$ cat src/verilog/esr_map.svh
// Purpose: Constants for the emergency shutdown reporter.
// Assumes: A 50 MHz system clock.
// Notes: Sizes here shape the package types, so they are not parameters.
`ifndef ESR_MAP_SVH
`define ESR_MAP_SVH

// ----------------------------------------------------------------------
// Sizes of the error vector and the history store
// ----------------------------------------------------------------------
`define ESR_ERR_W 8
`define ESR_HIST_DEPTH 4
`define ESR_IDX_W 2
`define ESR_CNT_W 3

// ----------------------------------------------------------------------
// Timing
// ----------------------------------------------------------------------
`define ESR_CLK_MHZ 50
`define ESR_PARK_TIME_US 100
`define ESR_PARK_CYCLES (`ESR_PARK_TIME_US * `ESR_CLK_MHZ)

`endif

$ cat src/verilog/esr_pkg.sv
// Purpose: Types for the emergency shutdown reporter.
// Assumes: esr_map.svh supplies the sizes.
// Notes: All block state is one packed struct.
`include "esr_map.svh"

package esr_pkg;

    // ------------------------------------------------------------------
    // Operating states
    // ------------------------------------------------------------------
    typedef enum logic [1:0] {
        ESR_OFF,
        ESR_RUN,
        ESR_PARK,
        ESR_SHUT
    } esr_state_type;

    typedef logic [`ESR_ERR_W-1:0] esr_err_type;

    // ------------------------------------------------------------------
    // Host read answer and whole block state
    // ------------------------------------------------------------------
    typedef struct packed {
        logic valid;
        logic [`ESR_CNT_W-1:0] count;
        esr_err_type data;
    } esr_rd_type;

    typedef struct packed {
        logic pwr_meta;
        logic pwr_sync;
        esr_state_type state;
        logic irq;
        logic [12:0] park_cnt;
        esr_err_type [`ESR_HIST_DEPTH-1:0] hist;
        logic [`ESR_CNT_W-1:0] hist_cnt;
        esr_err_type seen;
        esr_rd_type rd;
    } esr_state_all_type;

endpackage

$ cat src/verilog/esr_top.sv
// Purpose: Emergency shutdown sequencing and error history for the host.
// Assumes: Error and park inputs come from logic on clk; the power
//          request comes from a pin.
// Notes: History survives everything but reset and a low power request.
//        The park timeout is a parameter so a bench can shorten it.
`timescale 1ns/1ps
`include "esr_map.svh"

// Behaviour
// - A serious error starts an emergency shutdown and raises host_irq.
// - The shutdown turns the illumination LEDs off.
// - The shutdown parks the micromirror array, then removes its power.
// - The shutdown moves the operating mode to standby.
// - The errors that caused the shutdown are latched into a history.
// - The host can read the captured errors over its command port.
// - Only a low system_power_request ends the shutdown condition.
// - A low system_power_request clears the whole error history.
module esr_top #(
    parameter logic [12:0] PARK_CYCLES = 13'(`ESR_PARK_CYCLES)
) (
    input wire logic clk,
    input wire logic rst_n,
    input wire logic system_power_request,
    input wire esr_pkg::esr_err_type error_in,
    input wire logic micromirror_array_parked,
    input wire logic hist_rd_req,
    input wire logic [`ESR_IDX_W-1:0] hist_rd_idx,
    output esr_pkg::esr_rd_type hist_rd,
    output logic host_irq,
    output logic led_enable,
    output logic micromirror_array_park,
    output logic micromirror_array_power,
    output logic mode_standby
);

    esr_pkg::esr_state_all_type q, d;
    logic new_err;

    // ------------------------------------------------------------------
    // Next state
    // ------------------------------------------------------------------
    // Only bits not already recorded open a new history entry, so a
    // steady fault cannot flood the store before the host reads it.
    always_comb begin
        d = q;
        d.pwr_meta = system_power_request;
        d.pwr_sync = q.pwr_meta;
        d.rd.valid = 1'b0;
        new_err = |(error_in & ~q.seen);
        case (q.state)
            // Powered down: the interrupt, the park count and the whole
            // history are wiped while the request stays low.
            esr_pkg::ESR_OFF: begin
                d.irq = 1'b0;
                d.park_cnt = '0;
                d.hist = '0;
                d.hist_cnt = '0;
                d.seen = '0;
                if (q.pwr_sync) begin
                    d.state = esr_pkg::ESR_RUN;
                end
            end
            // Operating: any error bit is serious and starts the shutdown.
            esr_pkg::ESR_RUN: begin
                if (!q.pwr_sync) begin
                    d.state = esr_pkg::ESR_OFF;
                end else if (|error_in) begin
                    d.state = esr_pkg::ESR_PARK;
                    d.irq = 1'b1;
                end
            end
            // Parking: the count is cleared on every exit, so it never
            // stands at or above the timeout outside this state.
            esr_pkg::ESR_PARK: begin
                d.park_cnt = q.park_cnt + 13'h0001;
                if (!q.pwr_sync) begin
                    d.state = esr_pkg::ESR_OFF;
                    d.park_cnt = '0;
                end else if (micromirror_array_parked ||
                             q.park_cnt == PARK_CYCLES - 13'h0001) begin
                    d.state = esr_pkg::ESR_SHUT;
                    d.park_cnt = '0;
                end
            end
            // Shut down: nothing but a dropped power request leaves here,
            // which keeps the history readable for as long as needed.
            esr_pkg::ESR_SHUT: begin
                if (!q.pwr_sync) begin
                    d.state = esr_pkg::ESR_OFF;
                end
            end
            default: begin
                d.state = esr_pkg::ESR_OFF;
            end
        endcase
        // Record causing errors from the trigger cycle on. Later errors
        // with new bits still go in while parked or shut, up to the
        // depth of the store; anything beyond that is dropped.
        if (q.pwr_sync && q.state != esr_pkg::ESR_OFF && new_err &&
            q.hist_cnt < `ESR_CNT_W'(`ESR_HIST_DEPTH)) begin
            d.hist[q.hist_cnt[`ESR_IDX_W-1:0]] = error_in;
            d.hist_cnt = q.hist_cnt + `ESR_CNT_W'(1);
            d.seen = q.seen | error_in;
        end
        // Host read answers one cycle later and never touches the irq.
        if (hist_rd_req) begin
            d.rd.valid = 1'b1;
            d.rd.count = q.hist_cnt;
            d.rd.data = (`ESR_CNT_W'(hist_rd_idx) < q.hist_cnt) ?
                        q.hist[hist_rd_idx] : '0;
        end
    end

    // ------------------------------------------------------------------
    // State register
    // ------------------------------------------------------------------
    // One register holds all state; reset clears it to the powered-down
    // state with an empty history.
    always_ff @(posedge clk) begin
        if (!rst_n) begin
            q <= '0;
        end else begin
            q <= d;
        end
    end

    // ------------------------------------------------------------------
    // Outputs
    // ------------------------------------------------------------------
    // The mirror stays powered while parking; power drops once the park
    // has finished or timed out, or once a dropped power request reaches OFF.
    assign host_irq = q.irq;
    assign led_enable = (q.state == esr_pkg::ESR_RUN);
    assign micromirror_array_park = (q.state == esr_pkg::ESR_PARK);
    assign micromirror_array_power = (q.state == esr_pkg::ESR_RUN) ||
                                     (q.state == esr_pkg::ESR_PARK);
    // Standby covers power-down and shutdown alike, so the host sees one
    // mode for every state in which no image is made.
    assign mode_standby = (q.state != esr_pkg::ESR_RUN);
    assign hist_rd = q.rd;
endmodule
$ cat config.mk
export PLATFORM = sky130hd
export DESIGN_NAME = esr_top
export DESIGN_NICKNAME = d
export VERILOG_FILES = /design/src/verilog/esr_pkg.sv /design/src/verilog/esr_top.sv
export VERILOG_INCLUDE_DIRS = /design/src /design/src/verilog
export SDC_FILE = /design/constraint.sdc
export NUM_CORES = 1
export LEC_CHECK = 0
export ABC_AREA = 1
export BUFFER_PORTS_ARGS = -buffer_cell sky130_fd_sc_hd__buf_2
export CORE_AREA = 2 2 80 82
export CTS_BUF_LIST = sky130_fd_sc_hd__clkbuf_8
export DETAILED_ROUTE_END_ITERATION = 10
export DIE_AREA = 0 0 82 84
export PLACE_DENSITY = 0.9
export SYNTH_ARGS = -nofsm -noshare
export SYNTH_HDL_FRONTEND = slang
export SYNTH_SLANG_ARGS = --single-unit
$ cat constraint.sdc
create_clock -name clk -period 4.65 [get_ports clk]
set_input_delay 0.93 -clock clk [delete_from_list [all_inputs] [get_ports clk]]
set_output_delay 0.93 -clock clk [all_outputs]
set_load 0.01 [all_outputs]
# Word-level counts from Yosys, hierarchy flattened
# Index checks and enable logic that the tools add are counted.
# W data, S select, Z words.
[op_classes]
n_addsub = 2
mul = 0
div_mod_pow = 0
n_lt_le_gt_ge = 5
eq_ne = 11
n_shift = 0
mux = 21
bitwise = 3
n_reduce_logical = 15
[op_table]
columns = ["operator", "n"]
rows = [
  ["$mux W43", 2],
  ["$bwmux W32", 1],
  ["$mux W13", 2],
  ["$pmux W13 S2", 1],
  ["$mux W8", 3],
  ["$bmux W8 S2", 1],
  ["$demux W8 S2", 1],
  ["$reduce_or A8 Y1", 2],
  ["$add A13 B1 Y13 const B", 1],
  ["$eq A13 B13 Y1 const B", 1],
  ["$mux W12", 1],
  ["$mux W2", 5],
  ["$and A8 B8 Y8", 1],
  ["$not A8 Y8", 1],
  ["$or A8 B8 Y8", 1],
  ["$pmux W2 S4", 1],
  ["$reduce_bool A2 Y1", 4],
  ["$lt A2 B3 Y1 const B", 2],
  ["$ne A2 B1 Y1 const B", 3],
  ["$ne A3 B2 Y1 const B", 2],
  ["$eq A2 B2 Y1 const B", 2],
  ["$logic_and A1 B1 Y1", 4],
  ["$ne A2 B2 Y1 const B", 2],
  ["$reduce_and A4 Y1", 1],
  ["11 further kinds", 12],
]
[totals]
regBits = 73
latchBits = 0
ram_bits = 0
mem_bits_ro = 0
in_bits = 15
output_inout_bits = 17
elab_cells = 71
n_memories = 0

# Depth between registers and ports, before layout
[logic_depth]
ltp_word = 6
depth_mapped = 9
mapped_depth_nobuf = 9

# Worst setup path after synthesis
# Ideal clock, no wire load.
[synth_timing]
path_type = "input to register"
startpoint = "input hist_rd_idx[1]"
endpoint = "register q, in the netlist hist_rd[0]"
setup_time_ns = 0.070
arrival_time_ns = 1.801
required_ns = 4.580
setup_slack_ns = 2.778
stages = 6
path_buffers = 0
cell_sequence = "ha_1 o21ai_0 a21oi_1 nor2_1 nand2_1 a21oi_1"
[synth_via]
elab_chain_len = 3
elab_cells_between_ends = 4
cone_classes = "order compare: 1; mux: 3"
[synth_rtl]
columns = ["element", "line_no", "source"]
rows = [
  ["start, declared", "esr_top.sv:27", "input wire logic [`ESR_IDX_W-1:0] hist_rd_idx,"],
  ["$bmux W8 S2", "esr_top.sv:110", "q.hist[hist_rd_idx] : '0;"],
  ["$mux W8 (not written as such)", "esr_top.sv:110", ""],
  ["$mux W8 (*)", "esr_top.sv:109", "d.rd.data = (`ESR_CNT_W'(hist_rd_idx) < q.hist_cnt) ?"],
  ["end signal, assigned", "esr_top.sv:121", "q <= '0;"],
  ["end signal, assigned", "esr_top.sv:123", "q <= d;"],
  ["end, declared", "esr_top.sv:36", "esr_pkg::esr_state_all_type q, d;"],
]
# Mark *: on every way between the ends. The rest lies on a longest branch, timed or not. The select of a mux whose other input is x is not followed.
# A chain may end at the register's enable or synchronous reset.

# Worst setup path in the final report
[layout_timing]
startpoint = "register q[69] (netlist bit)"
endpoint = "register q[70] (netlist bit)"
[layout_via]
elab_chain_len = 3
elab_cells_between_ends = 10
cone_classes = "eq/ne: 7; mux: 1; reduce/logical: 2"
[layout_rtl]
columns = ["element", "line_no", "source"]
rows = [
  ["$eq A2 B2 Y1, or another cell as far along", "esr_top.sv:50", "case (q.state)"],
  ["$ne A3 B2 Y1 (no line) / $ne A2 B2 Y1 (equally long branches)", "-", ""],
  ["$reduce_and A4 Y1 (no line)", "-", ""],
]
# Several ways; a longest one is shown, not always the timed one.

==> summary.txt <==
Status
  • Outcome: completed

Clock tree
  • Clock-pin slew on the worst setup and hold paths: 0.07 ns
  • # hold bufs at CTS: 0
  • H-tree levels: 3
  • Post-CTS setup buffers: 0
  • CTS Root Cell: clkbuf_8
  • Clock sink total: 73
  • TritonCTS clock tree: yes
  • Clk_lat worst skew: 0.34 ns
  • Post-CTS Resized: 0
  • Maximum clock path buffer count: 2
  • TritonCTS Buffers: 9

Worst setup path
  • WS Path Type: reg2reg
  • Worst setup startpoint: q[69]
  • CP Capture Type: register
  • Worst r2r path cells: 8
  • Worst EP required: 4.89 ns
  • Worst Path Arrival: 2.61 ns
  • R2r startpoint: q[69]
  • Setup crit start kind: register
  • CP Max Fanout: 77

Logic synthesis
  • Netlist cell types: 23
  • Post-Synthesis Cell Area: 3830 um2
  • #FFs+latches synth: 73
  • Mapped Nets: 590
  • Post-synthesis sequential area ratio: 38.1%
  • Yosys warnings: 0
  • Async S/R FF share, synth: 0%
  • Synth top area share: 38.1%
  • Mean Syn Cell Area: 6.78 um2
  • Area leader, netlist: dfxtp_1
  • EDFF count, synth: 0
  • Syn Inst Count: 565
  • Top cells by area, synth: dfxtp_1, nand2_1, o21ai_0, nand3_1, a21oi_1
  • Dominant synthesized flop cell: dfxtp_1

Cells and area
  • Synthesis-to-layout area growth: 5.29%
  • Final Util: 66.2%
  • Final net count: 591
  • Antenna cells: 0
  • Fillers: 534
  • Fraction of layout cells with a size suffix above 1: 9.81%
  • Finished Cell Area: 4040 um2

Pwr
  • Power share of the sequential group: 42.8%
  • Int Power: 998 uW
  • Switching Fraction: 36.1%
  • Clock share of power: 30.6%
  • Combinational share of power: 26.5%
  • Net Switching: 564 uW
  • Leak: 1.53 nW
  • Pwr/cell area: 387 nW/um2
  • Peak VDD IR: 0.000265 V

Worst hold path
  • Min-Delay Startpoint: d[71]
  • Min-Delay Path Class: reg2reg
  • Hold depth: 2

Placed design
  • Pre-CTS setup slack: 2.06 ns
  • Port Buffers: 31
  • Placed cell area: 3850 um2
  • Placer Congestion: 0.808
  • Detailed-placement wirelength estimate: 5530 um

STA
  • Slew Limit Fails: 0
  • Worst rel slew slack: 22.6%
  • Max Freq: 421 MHz
  • Final min period: 2.37 ns
  • Setup TNS: 0 ns
  • Final setup fails: 0
  • Worst setup margin: 2.28 ns
  • Final hold vios: 0
  • Least-Margin Pin Slew: 1.16 ns
  • Tcrit/Tclk final: 51.0%
  • Unrepaired setup endpoints after global routing: no
  • Setup Skew: 0.00943 ns

Routing
  • Wire length on met1: 3660 um
  • Top sig layer: met4
  • Antenna-violating nets left: 0
  • WL met3: 670 um
  • Metal2 WL: 4230 um
  • Pre-antenna DRT Iters: 5
  • Via Count: 3712
  • DRC: 0
  • WL/cell: 13.5 um
  • Via/cell ratio: 5.73
  • Post-Route WL: 8740 um
  • DR iter-0 viols: 367

Global route
  • Total grt overflow: 0
  • Initial antenna violation count: 0
  • Vias in the first global route: 3356
  • Pin count of the biggest net entering global routing: 78
  • Global Route Usage Sum: 26.0%
  • First-pass GRT wire length: 14200 um

Die
  • Die boundary width: 82 um
  • Std cell rows: 29
  • Starting Density: 62.9%
  • Die Y: 84 um
  • Die area: 6890 um2
  • Ports: 32
  • Core box area: 6100 um2

Job
  • Max cap viols: 0
worst max-delay path: stages (launching register included):
cell	delay, ns
dfxtp_1	0.38
inv_1	0.08
ha_1	0.28
inv_2	0.86
o21ai_0	0.17
a21oi_1	0.25
nand2_1	0.11
nor2_1	0.10
nor2_1	0.05
cell type report:
class | instances | area, um2 | share of cell area (%)
multi-input cells | 403 | 1950 | 48.3
flip-flops and latches | 73 | 1460 | 36.2
inverters | 47 | 176 | 4.37
repair buffers | 32 | 163 | 4.03
clock buffers | 10 | 138 | 3.41
well taps | 77 | 96.3 | 2.39
clock inverters | 6 | 51.3 | 1.27
through the flow:
step / power [mW] / hold slack, ns / std cells
after floorplan: 1.02 / 0.390 / 565
after global placement: 1.07 / 0.402 / 632
after detailed placement: 1.09 / 0.402 / 632
after CTS: 1.56 / 0.427 / 648
after global routing: 1.64 / 0.460 / 648
final: 1.56 / 0.425 / 648
Yosys cell counts, types with 2 or more instances:
cell type,n
a21oi_1,57
a21oi_2,6
buf_1,4
buf_2,4
buf_4,16
buf_6,3
clkbuf_1,15
clkinv_1,2
dfxtp_1,73
ha_1,10
inv_1,45
nand2_1,107
nand3_1,70
nand4_1,3
nor2_1,59
nor3_1,10
o21ai_0,73
xor2_1,3
registers in the layout, summed over array words and instances, names as in the netlist:
signal,flops
hist_rd,12
host_irq,1
d,1
q,59
worst paths after layout:
check | end | slack [ns]
worst max-delay path | q[70] | 2.28
worst max register to register | q[70] | 2.28
worst min-delay path | q[71] | 0.43
worst min register to register | q[71] | 0.43
metal layers:
metal  vias to the layer above  global-route usage [%]
met5                         -                       0
met4                         0                    13.2
met3                        18                    5.84
met2                       144                    42.9
met1                      1694                    31.1
li1                       1856                       -
power by group through the flow:
stage | Combinational [mW] | Sequential (mW) | Clock, mW
after floorplan | 0.340 | 0.678 | 0
after global placement | 0.391 | 0.681 | 0
after detailed placement | 0.407 | 0.683 | 0
after CTS | 0.409 | 0.668 | 0.485
after global routing | 0.462 | 0.671 | 0.510
final | 0.415 | 0.669 | 0.479
cell families (layout without fill, tap and decap cells):
family	after synthesis	count (layout)	share of synthesized area, %
buffers and inverters	89	95	11.0
XOR/XNOR	4	4	0.914
AND/OR/NAND/NOR	252	252	27.8
adder cells (fa/ha/maj)	10	10	3.26
AO/OA/AOI/OAI	137	137	18.8
flip-flops	73	73	38.1
layout by cell type, fill, tap and decap left out, drive strengths merged:
cell / synthesis / final
clkinv: 2 / 4
dfxtp: 73 / 73
nand3: 70 / 70
nor3: 10 / 10
nand4: 3 / 3
nor3b: 1 / 1
inv: 45 / 48
buf: 27 / 32
o21ai: 73 / 73
bufinv: 0 / 1
ha: 10 / 10
nor2: 60 / 60
clkbuf: 15 / 10
nand2: 108 / 108
xor2: 3 / 3
a21oi: 63 / 63
xnor2: 1 / 1
a21boi: 1 / 1
Power figures use the tool's default switching activity.
